<file path="config.mk">
export PLATFORM = sky130hd
export DESIGN_NAME = mix_misc_and_dac1_gain_regs
export DESIGN_NICKNAME = d
export VERILOG_FILES = /design/src/mix_gain_pkg.sv /design/src/pin_sync.sv /design/src/gain_change_timer.sv /design/src/mix_misc_and_dac1_gain_regs.sv
export SDC_FILE = /design/constraint.sdc
export NUM_CORES = 1
export LEC_CHECK = 0
export BUFFER_PORTS_ARGS = -buffer_cell sky130_fd_sc_hd__buf_4
export CAP_MARGIN = 25
export CORE_AREA = 2 2 141 177
export DETAILED_ROUTE_END_ITERATION = 10
export DIE_AREA = 0 0 143 179
export GPL_ROUTABILITY_DRIVEN = 0
export RECOVER_POWER = 100
export SLEW_MARGIN = 5
export SYNTH_ARGS = -nofsm -noshare
export SYNTH_HDL_FRONTEND = slang
export SYNTH_SLANG_ARGS = --single-unit
</file>
<file path="constraint.sdc">
create_clock -name clk -period 9.45 [get_ports clk]
set_input_delay 1.89 -clock clk [delete_from_list [all_inputs] [get_ports clk]]
set_output_delay 1.89 -clock clk [all_outputs]
set_load 0.01 [all_outputs]
</file>
<file path="src/mix_gain_pkg.sv">
/*
  Constants shared by the mix/miscellaneous and output gain register bank:
  register offsets, field positions, reset values, write masks, timing.
  Assumes a 100 MHz system clock and a 16-bit register data path.
*/
`default_nettype none

package mix_gain_pkg;

  // ==========================================================================
  // Register bus
  localparam int          ADDR_W         = 5;
  localparam int          DATA_W         = 16;
  localparam logic [4:0]  ADDR_POWER     = 5'h00;
  localparam logic [4:0]  ADDR_MISC      = 5'h08;
  localparam logic [4:0]  ADDR_OUT1_GAIN = 5'h09;
  localparam logic [4:0]  ADDR_OUT2_GAIN = 5'h0A;
  localparam logic [4:0]  ADDR_ANALOG_EN = 5'h1B;

  // ==========================================================================
  // Reset values and writable bits
  localparam logic [15:0] MISC_DEFAULT      = 16'h8868;
  localparam logic [15:0] MISC_WRITE_MASK   = 16'h9FFB;
  localparam logic [15:0] GAIN_DEFAULT      = 16'h8888;
  localparam logic [15:0] GAIN_WRITE_MASK   = 16'hBFBF;
  localparam logic        POWERDOWN_DEFAULT = 1'b0;
  localparam logic [3:0]  ANALOG_EN_DEFAULT = 4'hF;
  localparam logic [7:0]  UPPER_DEFAULT     = 8'h88;

  // ==========================================================================
  // Field positions
  localparam int MISC_MONO_IN_MUTE = 15;
  localparam int MISC_GAIN_LSB     = 8;
  localparam int MISC_GAIN_W       = 5;
  localparam int MISC_GLOBAL_MUTE  = 7;
  localparam int MISC_MONO_OUT     = 6;
  localparam int MISC_HP_MUTE      = 5;
  localparam int MISC_HP_SWING     = 4;
  localparam int MISC_SUM_MUTE     = 3;
  localparam int MISC_OUT2_TIMING  = 1;
  localparam int MISC_OUT1_TIMING  = 0;
  localparam int UPPER_LSB         = 8;
  localparam int GAIN_LEFT_MUTE    = 15;
  localparam int GAIN_LEFT_LSB     = 8;
  localparam int GAIN_RIGHT_MUTE   = 7;
  localparam int GAIN_RIGHT_LSB    = 0;
  localparam int GAIN_FIELD_W      = 6;
  localparam int POWER_PDN         = 0;
  localparam int EN_MIX            = 0;
  localparam int EN_CHAN           = 1;
  localparam int EN_OUT1           = 2;
  localparam int EN_OUT2           = 3;
  localparam int EN_W              = 4;
  localparam int MIX_PATHS         = 5;

  // ==========================================================================
  // Mono mix gain in tenths of a dB
  localparam int         DB_W             = 10;
  localparam logic [9:0] GAIN_TOP_TENTHS  = 10'h078;
  localparam logic [9:0] GAIN_STEP_TENTHS = 10'h00F;

  // ==========================================================================
  // Deferred gain change timeout
  localparam int COUNT_W                = 20;
  localparam int CLK_KHZ                = 32'h0001_86A0;
  localparam int TIMEOUT_MS             = 32'h0000_000A;
  localparam int TIMEOUT_CYCLES_DEFAULT = TIMEOUT_MS * CLK_KHZ;

endpackage : mix_gain_pkg

`default_nettype wire

</file>
<file path="src/pin_sync.sv">
/*
  Three-stage synchroniser with agreement filter for one asynchronous pin.
  Assumes the pin may change at any time relative to clk.
*/
`timescale 1ns/1ps
`default_nettype none

module pin_sync #(
  parameter logic RESET_LEVEL = 1'b0
) (
  input  wire logic clk,
  input  wire logic resetn,
  input  wire logic async_in,
  output logic      level,
  output logic      changed
);

  typedef struct packed {
    logic s1;
    logic s2;
    logic s3;
    logic level;
    logic changed;
    logic [3:0] fill;
  } sync_state_t;

  sync_state_t st;
  sync_state_t next_st;

  // ==========================================================================
  // Level moves only when stages two and three agree
  always_comb begin
    next_st         = st;
    next_st.s1      = async_in;
    next_st.s2      = st.s1;
    next_st.s3      = st.s2;
    next_st.changed = 1'b0;
    // No pulse until the stages hold real samples after reset
    next_st.fill    = {st.fill[2:0], 1'b1};
    if (st.s2 == st.s3 && st.s3 != st.level) begin
      next_st.level   = st.s3;
      next_st.changed = st.fill[3];
    end
  end

  always_ff @(posedge clk or negedge resetn) begin
    if (!resetn) begin
      st <= '{s1: RESET_LEVEL, s2: RESET_LEVEL, s3: RESET_LEVEL,
              level: RESET_LEVEL, changed: 1'b0, fill: '0};
    end else begin
      st <= next_st;
    end
  end

  assign level   = st.level;
  assign changed = st.changed;

endmodule : pin_sync

`default_nettype wire

</file>
<file path="src/gain_change_timer.sv">
/*
  Holds a written output gain word and applies it to the active setting,
  either at once or at the next zero crossing or timeout.
  Assumes write values arrive already masked and clear is synchronous.
*/
`timescale 1ns/1ps
`default_nettype none

module gain_change_timer
  import mix_gain_pkg::*;
#(
  parameter int TIMEOUT_CYCLES = TIMEOUT_CYCLES_DEFAULT
) (
  input  wire logic        clk,
  input  wire logic        resetn,
  input  wire logic        clear,
  input  wire logic        write_strobe,
  input  wire logic [15:0] write_value,
  input  wire logic        immediate,
  input  wire logic        zero_event,
  output logic      [15:0] written_value,
  output logic      [15:0] active_value,
  output logic             pending
);

  localparam logic [COUNT_W-1:0] TIMEOUT_LAST = COUNT_W'(TIMEOUT_CYCLES - 1);

  typedef struct packed {
    logic [15:0]        written;
    logic [15:0]        active;
    logic               armed;
    logic [COUNT_W-1:0] count;
  } timer_state_t;

  timer_state_t st;
  timer_state_t next_st;

  // ==========================================================================
  // Write restarts the wait; a new write wins over a same-cycle event
  always_comb begin
    next_st = st;
    if (clear) begin
      next_st.written = GAIN_DEFAULT;
      next_st.active  = GAIN_DEFAULT;
      next_st.armed   = 1'b0;
      next_st.count   = '0;
    end else if (write_strobe) begin
      next_st.written = write_value;
      next_st.count   = '0;
      if (immediate) begin
        next_st.active = write_value;
        next_st.armed  = 1'b0;
      end else begin
        next_st.armed = 1'b1;
      end
    end else if (st.armed) begin
      if (immediate || zero_event || st.count == TIMEOUT_LAST) begin
        next_st.active = st.written;
        next_st.armed  = 1'b0;
        next_st.count  = '0;
      end else begin
        next_st.count = st.count + 1'b1;
      end
    end
  end

  always_ff @(posedge clk or negedge resetn) begin
    if (!resetn) begin
      st <= '{written: GAIN_DEFAULT, active: GAIN_DEFAULT, armed: 1'b0, count: '0};
    end else begin
      st <= next_st;
    end
  end

  assign written_value = st.written;
  assign active_value  = st.active;
  assign pending       = st.armed;

endmodule : gain_change_timer

`default_nettype wire

</file>
<file path="src/mix_misc_and_dac1_gain_regs.sv">
/*
  Mono mix / miscellaneous control register and output gain registers of a
  serial-port audio codec, with power gating and deferred gain changes.
  Assumes a same-clock register port; zero-crossing comparators and the
  powerdown pin are asynchronous and get synchronised here.
*/
// Overview of operation
// - Misc register resets to 8868 hex
// - Reset, powerdown pin or bit force default
// - Upper byte locked when mix/channel disabled
// - First output gain: immediate or deferred change
// - Second output gain: immediate or deferred change
// - Sum mute bit mutes sum inputs mix
// - Swing bit selects 2 or 4 volt
// - Headphone mute bit mutes both headphones
// - Mono output mute bit mutes mono out
// - Global mute overrides all mix path mutes
// - Mono gain: +12 dB minus 1.5 per step
// - Gain word: mute and 6-bit gain per side
// - Mono input mix mute bit mutes mono mix
`timescale 1ns/1ps
`default_nettype none

module mix_misc_and_dac1_gain_regs #(
  parameter int TIMEOUT_CYCLES = mix_gain_pkg::TIMEOUT_CYCLES_DEFAULT
) (
  input  wire logic                               clk,
  input  wire logic                               resetn,
  input  wire logic                               powerdown_pin_n,
  input  wire logic                               out1_zero_cross,
  input  wire logic                               out2_zero_cross,
  input  wire logic [mix_gain_pkg::ADDR_W-1:0]    reg_addr,
  input  wire logic [mix_gain_pkg::DATA_W-1:0]    reg_wdata,
  input  wire logic                               reg_write,
  input  wire logic                               reg_read,
  output logic      [mix_gain_pkg::DATA_W-1:0]    reg_rdata,
  input  wire logic [mix_gain_pkg::MIX_PATHS-1:0] mix_path_mute_request,
  output logic      [mix_gain_pkg::MIX_PATHS-1:0] mix_path_mute,
  output logic                                    mono_input_mix_mute,
  output logic      [mix_gain_pkg::MISC_GAIN_W-1:0] mono_mix_gain,
  output logic      [mix_gain_pkg::DB_W-1:0]      mono_mix_gain_tenth_db,
  output logic                                    global_mix_mute,
  output logic                                    mono_output_mute,
  output logic                                    headphone_mute,
  output logic                                    headphone_swing_select,
  output logic                                    sum_input_mix_mute,
  output logic                                    first_output_change_timing,
  output logic                                    second_output_change_timing,
  output logic                                    left_out1_mute,
  output logic      [mix_gain_pkg::GAIN_FIELD_W-1:0] left_out1_gain,
  output logic                                    right_out1_mute,
  output logic      [mix_gain_pkg::GAIN_FIELD_W-1:0] right_out1_gain,
  output logic                                    left_out2_mute,
  output logic      [mix_gain_pkg::GAIN_FIELD_W-1:0] left_out2_gain,
  output logic                                    right_out2_mute,
  output logic      [mix_gain_pkg::GAIN_FIELD_W-1:0] right_out2_gain
);

  import mix_gain_pkg::*;

  typedef struct packed {
    logic [15:0]          misc;
    logic                 pdn;
    logic [EN_W-1:0]      en;
    logic [15:0]          rdata;
    logic [MIX_PATHS-1:0] path_mute;
    logic [DB_W-1:0]      gain_db;
  } top_state_t;

  top_state_t  st;
  top_state_t  next_st;
  logic        pin_up;
  logic        zero1;
  logic        zero2;
  logic        full_clear;
  logic        upper_clear;
  logic        out1_clear;
  logic        out2_clear;
  logic        out1_write;
  logic        out2_write;
  logic [15:0] out1_written;
  logic [15:0] out1_active;
  logic [15:0] out2_written;
  logic [15:0] out2_active;
  logic        out1_pending;
  logic        out2_pending;

  function automatic logic [DB_W-1:0] mono_gain_tenths(input logic [MISC_GAIN_W-1:0] code);
    mono_gain_tenths = GAIN_TOP_TENTHS - DB_W'(GAIN_STEP_TENTHS * {5'h00, code});
  endfunction : mono_gain_tenths

  // ==========================================================================
  // Asynchronous inputs
  pin_sync #(.RESET_LEVEL(1'b1)) u_pdn_sync (
    .clk      (clk),
    .resetn   (resetn),
    .async_in (powerdown_pin_n),
    .level    (pin_up),
    .changed  ()
  );

  pin_sync #(.RESET_LEVEL(1'b0)) u_zero1_sync (
    .clk      (clk),
    .resetn   (resetn),
    .async_in (out1_zero_cross),
    .level    (),
    .changed  (zero1)
  );

  pin_sync #(.RESET_LEVEL(1'b0)) u_zero2_sync (
    .clk      (clk),
    .resetn   (resetn),
    .async_in (out2_zero_cross),
    .level    (),
    .changed  (zero2)
  );

  // ==========================================================================
  // Power gating of the registers
  always_comb begin
    full_clear  = !pin_up || st.pdn;
    upper_clear = full_clear || !st.en[EN_MIX] || !st.en[EN_CHAN];
    out1_clear  = full_clear || !st.en[EN_CHAN] || !st.en[EN_OUT1];
    out2_clear  = full_clear || !st.en[EN_CHAN] || !st.en[EN_OUT2];
    out1_write  = reg_write && reg_addr == ADDR_OUT1_GAIN;
    out2_write  = reg_write && reg_addr == ADDR_OUT2_GAIN;
  end

  // ==========================================================================
  // Output gain words
  gain_change_timer #(.TIMEOUT_CYCLES(TIMEOUT_CYCLES)) u_out1_timer (
    .clk           (clk),
    .resetn        (resetn),
    .clear         (out1_clear),
    .write_strobe  (out1_write),
    .write_value   (reg_wdata & GAIN_WRITE_MASK),
    .immediate     (st.misc[MISC_OUT1_TIMING]),
    .zero_event    (zero1),
    .written_value (out1_written),
    .active_value  (out1_active),
    .pending       (out1_pending)
  );

  gain_change_timer #(.TIMEOUT_CYCLES(TIMEOUT_CYCLES)) u_out2_timer (
    .clk           (clk),
    .resetn        (resetn),
    .clear         (out2_clear),
    .write_strobe  (out2_write),
    .write_value   (reg_wdata & GAIN_WRITE_MASK),
    .immediate     (st.misc[MISC_OUT2_TIMING]),
    .zero_event    (zero2),
    .written_value (out2_written),
    .active_value  (out2_active),
    .pending       (out2_pending)
  );

  // ==========================================================================
  // Register writes, read decode, derived controls
  always_comb begin
    next_st       = st;
    next_st.rdata = '0;
    if (reg_write && reg_addr == ADDR_POWER) begin
      next_st.pdn = reg_wdata[POWER_PDN];
    end
    if (reg_write && reg_addr == ADDR_ANALOG_EN) begin
      next_st.en = reg_wdata[EN_W-1:0];
    end
    if (full_clear) begin
      next_st.misc = MISC_DEFAULT;
    end else begin
      if (reg_write && reg_addr == ADDR_MISC) begin
        next_st.misc = reg_wdata & MISC_WRITE_MASK;
      end
      if (upper_clear) begin
        next_st.misc[15:UPPER_LSB] = UPPER_DEFAULT;
      end
    end
    if (reg_read) begin
      if (reg_addr == ADDR_POWER) begin
        next_st.rdata = 16'(st.pdn);
      end else if (reg_addr == ADDR_MISC) begin
        next_st.rdata = st.misc;
      end else if (reg_addr == ADDR_OUT1_GAIN) begin
        next_st.rdata = out1_written;
      end else if (reg_addr == ADDR_OUT2_GAIN) begin
        next_st.rdata = out2_written;
      end else if (reg_addr == ADDR_ANALOG_EN) begin
        next_st.rdata = 16'(st.en);
      end
    end
    next_st.path_mute = mix_path_mute_request | {MIX_PATHS{st.misc[MISC_GLOBAL_MUTE]}};
    next_st.gain_db   = mono_gain_tenths(st.misc[MISC_GAIN_LSB +: MISC_GAIN_W]);
  end

  always_ff @(posedge clk or negedge resetn) begin
    if (!resetn) begin
      st <= '{misc: MISC_DEFAULT, pdn: POWERDOWN_DEFAULT, en: ANALOG_EN_DEFAULT,
              rdata: '0, path_mute: '0, gain_db: '0};
    end else begin
      st <= next_st;
    end
  end

  // ==========================================================================
  // Outputs
  assign reg_rdata                   = st.rdata;
  assign mix_path_mute               = st.path_mute;
  assign mono_mix_gain_tenth_db      = st.gain_db;
  assign mono_input_mix_mute         = st.misc[MISC_MONO_IN_MUTE];
  assign mono_mix_gain               = st.misc[MISC_GAIN_LSB +: MISC_GAIN_W];
  assign global_mix_mute             = st.misc[MISC_GLOBAL_MUTE];
  assign mono_output_mute            = st.misc[MISC_MONO_OUT];
  assign headphone_mute              = st.misc[MISC_HP_MUTE];
  assign headphone_swing_select      = st.misc[MISC_HP_SWING];
  assign sum_input_mix_mute          = st.misc[MISC_SUM_MUTE];
  assign first_output_change_timing  = st.misc[MISC_OUT1_TIMING];
  assign second_output_change_timing = st.misc[MISC_OUT2_TIMING];
  assign left_out1_mute              = out1_active[GAIN_LEFT_MUTE];
  assign left_out1_gain              = out1_active[GAIN_LEFT_LSB +: GAIN_FIELD_W];
  assign right_out1_mute             = out1_active[GAIN_RIGHT_MUTE];
  assign right_out1_gain             = out1_active[GAIN_RIGHT_LSB +: GAIN_FIELD_W];
  assign left_out2_mute              = out2_active[GAIN_LEFT_MUTE];
  assign left_out2_gain              = out2_active[GAIN_LEFT_LSB +: GAIN_FIELD_W];
  assign right_out2_mute             = out2_active[GAIN_RIGHT_MUTE];
  assign right_out2_gain             = out2_active[GAIN_RIGHT_LSB +: GAIN_FIELD_W];
endmodule : mix_misc_and_dac1_gain_regs

`default_nettype wire

</file>
**Word-level counts from Yosys, hierarchy flattened**

Index checks and enable logic that the tools add are counted.

- Word-level logic and storage cells: 111
- Input port bits: 33
- Output and inout port bits: 72
- Flip-flop bits (word level): 180

- $add $sub $neg: 3
- Mux-type cells: 27
- Eq/ne operators: 14
- Reduce and logical (&&, ||, !) cells: 34
- Bitwise gates (word level): 1
- Multiply operators: 1

Operators by type and width:

| kind | number |
|---|---|
| 2-to-1 mux 16 bit | 11 |
| 2-to-1 mux 37 bit | 4 |
| 2-to-1 mux 53 bit | 2 |
| adder 20 x 1 -> 20 bit, second input constant | 2 |
| equality test 20 bit, second input constant | 2 |
| 2-to-1 mux 20 bit | 2 |
| 2-to-1 mux 17 bit | 2 |
| equality test 5 x 4 -> 1 bit, second input constant | 3 |
| nonzero test 3 bit | 5 |
| logical OR 1 bit | 10 |
| subtractor 7 x 9 -> 10 bit, first input constant | 1 |
| multiplier 4 x 5 -> 9 bit, first input constant | 1 |
| logical AND 1 bit | 8 |
| 2-to-1 mux 8 bit | 1 |
| != test 3 bit, second input constant | 2 |
| AND reduction 3 bit | 2 |
| nonzero test 2 bit | 3 |
| equality test 5 bit, second input constant | 1 |
| zero test 1 bit | 5 |
| zero test 5 bit | 1 |
| OR 5 bit | 1 |
| 2-to-1 mux 1 bit | 4 |
| 2-to-1 mux 4 bit | 1 |
| equality test 1 bit | 3 |
| != test 1 bit | 3 |

**Depth between registers and ports, before layout**

- Depth after elaboration: 7
- Depth in mapped cells: 12
- Mapped depth without buffers: 12

**By module**

Synthesis repeated with hierarchy kept, for this count alone.

- Cell total of the unflattened synthesis: 956
- Area total of the unflattened synthesis: 9937.0 µm²

Modules (own cells, without submodules):

| module | times used | area an instance (µm²) | cells each | seq. area each (µm²) |
|---|---|---|---|---|
| gain_change_timer | 2 | 3067.9 | 304 | 1336.3 |
| mix_misc_and_dac1_gain_regs | 1 | 3004.1 | 306 | 1237.4 |
| pin_sync at u_zero1_sync ... | 2 | 264.0 | 14 | 225.2 |
| pin_sync at u_pdn_sync | 1 | 269.0 | 14 | 230.2 |

**Least setup slack after synthesis**

OpenSTA, ideal clock, no wires.

- Path type: input to register
- Start point: in reg_write
- End point: reg u_out1_timer.st (netlist bit u_out1_timer.active_value[10])
- Buffers on the path: 2
- Setup slack: 5.945 ns
- Cell stages on the path: 7
- Arrival time: 3.380 ns
- Cells stage by stage: buf_2 -> nand4bb_1 -> nor2_2 -> o21ai_0 -> a21o_1 -> buf_2 -> mux2_2

- Longest elaborated chain between the ends: 3
- Elaborated cells between the ends (all ways): 7
- Those cells by class: eq/ne: 1; mux: 2; reduce/logical: 4

Ends and longest elaborated chain:

| item | line | source |
|---|---|---|
| from (decl) | mix_misc_and_dac1_gain_regs.sv:34 | `input wire logic reg_write,` |
| logical AND 1 bit * | mix_misc_and_dac1_gain_regs.sv:125 | `out1_write = reg_write && reg_addr == ADDR_OUT1_GAIN;` |
| != test 3 bit (no line), or another cell as far along | n/a |  |
| AND reduction 3 bit (no line) or 2-to-1 mux 53 bit (tied branches) | n/a |  |
| to (signal assigned) | gain_change_timer.sv:69 | `st <= '{written: GAIN_DEFAULT, active: GAIN_DEFAULT, armed: 1'b0, count: '0};` |
| to (signal assigned) | gain_change_timer.sv:71 | `st <= next_st;` |
| to (decl) | gain_change_timer.sv:35 | `timer_state_t st;` |

Every way passes the cells marked *; elsewhere a longest branch is shown, timed or not.
A chain may end at the register's enable or synchronous reset.

**Worst setup path after layout**

- Start point: in reg_write
- End point: reg u_out1_timer.st (netlist bit u_out1_timer.active_value[13])

Same word-level chain as after synthesis.

==> metrics.yaml <==
status:
  outcome: "finished, violations left"
  violations: "capacitance limit, slew limit"
clocking:
  holdBufCountCts: 0
  postCtsResizedCells: 0
  numClockSinks: 164
  htree_levels: 4
  post_cts_buffers: 0
  ctsRootBufferMaster: "clkbuf_16"
  clk_pin_slew_ns: 0.06
  cts_buffers: 17
  cts_tree: "done"
  clk_latency_ns: 0.42
  cts_buffer_depth: 2
worst_setup_path:
  critical_path_arrival_ns: 5.13
  crit_fanout: 18
  worst-path-buf-inv: 1
  crit_type: "in2reg"
  crit_family: "simple AND/OR/NAND/NOR gates"
  crit_path_max_incr_delay_ns: 0.99
  cp_slowest_cell: "nor2_1"
  start_kind: "input port"
  path_cells: "clkbuf_1, nand4bb_1, nor2_1, o21ai_0, a21o_1, mux2_2"
  worstSetupEndpointType: "flop"
  cp.required_ns: 9.75
die:
  start_util_pct: 34.3
  die_h_microns: 179
  core_area_sq_um: 24100
  die_w_microns: 143
  dieArea_sq_um: 25600
  rows: 64
  io_pins: 105
routing:
  vias: 6095
  drt_pass1_iterations: 4
  drt_first_iter_violations: 275
  drtAntennaViolNets: 0
  drc: 0
  drt_wl_total_mm: 19.9
  wl_per_cell_microns: 16.6
  vias_per_cell: 5.09
sta:
  timing.final.max_slew_violations: 73
  rsz0062_at_grt: "no"
  fmax_mhz: 207
  fin_skew_ns: 0.00976
  hold_violations: 0
  worst_pin_slew_ns: 3.07
  setup_viol: 0
  slew_headroom_pct: -104
  min_period_ns: 4.83
  final.period_utilization_pct: 51.1
  tns_ns: 0
synthesis:
  synth.distinct_cells: 72
  synth_edf_count: 0
  synth.most_common_cell: "dfrtp_1"
  synth_top_cells_by_count: "dfrtp_1 (135), nand2_1 (118), a21oi_1 (64), buf_4 (60), inv_1 (40)"
  synth.largest_area_cell: "dfrtp_1"
  synth_top_flop_cell: "dfrtp_1"
  synth.avg_cell_area_sq_um: 10.1
  synth_top_area_share_pct: 40.9
  synth.area.top_cells: "dfrtp_1 (41%), dfstp_2 (9.2%), buf_4 (5.5%)"
  synth_nets: 877
  async_reset_ff_share_pct: 100
  synth_warnings: 0
  syn_area_sq_um: 8260
  netlist_instances: 816
  yosysSeqAreaShare_pct: 50.2
  yosys_register_bits: 164
global_route:
  grt_max_degree: 58
  grt_antenna_before_repair: 0
  grt_pass1_wl_mm: 32.1
  grt_use_total_pct: 16.2
  grt_pass1_vias: 5986
  overflow: 0
layout:
  diodes: 0
  nNetsFinal: 916
  syn_to_final_growth_pct: 12.4
  layout-drive-gt1-share_pct: 15.4
pwr:
  total_power_mw: 1.53
  power_density_nw_per_um2: 164
  leakage_nw: 3.81
  irDropWorstVdd_mv: 0.127
flow_run:
  drv_cap: 2
place:
  port_buffers: 102
  place_hpwl_mm: 14.3
min_path:
  hold_path_class: "reg2reg"
## cells by family (layout without fill, tap and decap cells)
group | after synthesis | in the layout | synth area share [%]
buf+inv | 133 | 185 | 9.02
fa+ha+maj | 31 | 31 | 5.06
xor+xnor | 9 | 9 | 0.955
flops | 164 | 164 | 50.2
simple gates | 271 | 271 | 16.6
mux | 31 | 31 | 4.50
compound gates | 175 | 175 | 13.6
other cells | 2 | 2 | 0.0910
## state kept, by name, indices dropped and copies added (netlist names), 10 cells and up
register / flops
reg_rdata: 15
u_out1_timer.active_value: 14
mono_mix_gain_tenth_db: 10
u_out2_timer.written_value: 14
u_out1_timer.written_value: 14
u_out2_timer.active_value: 14
u_out1_timer.st: 20
u_out2_timer.st: 20
## cell usage in the layout, fill, tap and decap left out, drive strengths merged, types with 28 or more instances in the layout
master    n
nand3    39
inv      44
a21oi    64
dfstp    29
dfrtp   135
clkbuf   95
nand2   118
mux2     28
buf      37
a31oi    35
## metrics by stage
stage / hold slack [ns] / std cells / cell area (sq um) / worst slack (ns) / util, %
after floorplan: 0.331 / 816 / 8260 / 5.94 / -
after global placement: 0.332 / 1162 / 8910 / 5.16 / 37.0
after detailed placement: 0.335 / 1164 / 8930 / 5.14 / 37.1
after CTS: 0.350 / 1196 / 9550 / 5.59 / 39.6
after global routing: 0.355 / 1198 / 9280 / 4.28 / 38.5
final: 0.349 / 1198 / 9280 / 4.62 / 38.5
## worst register-to-register path: stages, from the launching register on
cell	delay, ns
dfstp_1	0.60
nor2b_1	0.53
nand3_1	0.65
nor2_1	0.26
clkbuf_1	0.93
nand2_1	0.45
o41ai_1	0.45
## path summary, 6_finish.rpt
check | startpoint | endpoint | slack [ns] | cells after the start
max in group asynchronous | resetn | u_out1_timer.st[18] | 4.98 | 2
min in group asynchronous | resetn | mono_mix_gain_tenth_db[7] | 2.47 | 1
setup / recovery | reg_write | u_out1_timer.active_value[13] | 4.62 | 6
setup reg to reg | u_pdn_sync.level | u_out2_timer.st[11] | 5.47 | 6
hold / removal | u_zero2_sync.next_st[3] | u_zero1_sync.st[3] | 0.35 | 0
hold reg to reg | u_zero2_sync.next_st[3] | u_zero1_sync.st[3] | 0.35 | 0
## layer usage
| layer | vias up | GRT usage [%] | wire (microns) |
|---|---|---|---|
| li1 | 2912 | - | - |
| met1 | 3010 | 20.3 | 8730 |
| met2 | 146 | 26.9 | 9730 |
| met3 | 27 | 4.17 | 982 |
| met4 | 0 | 6.35 | 467 |
| met5 | - | 0 | 0 |
## area by class of cell
type                       instances  area [sq um]
fill                            2445         14800
multi-input combinational        519          3360
tap                              330           413
clock inverter                    13           174
sequential                       164          4140
clock buffer                      19           443
inverter                          40           150
timing repair buffer             113           597
## power by group
group	switching (mW)	total, mW	internal (mW)	leakage [nW]
combinational	0.0515	0.0774	0.0259	1.39
sequential	0.00911	0.727	0.718	2.13
clock	0.293	0.721	0.428	0.285
total	0.354	1.53	1.17	3.81
Note: power is estimated with default switching activity, not from simulation.
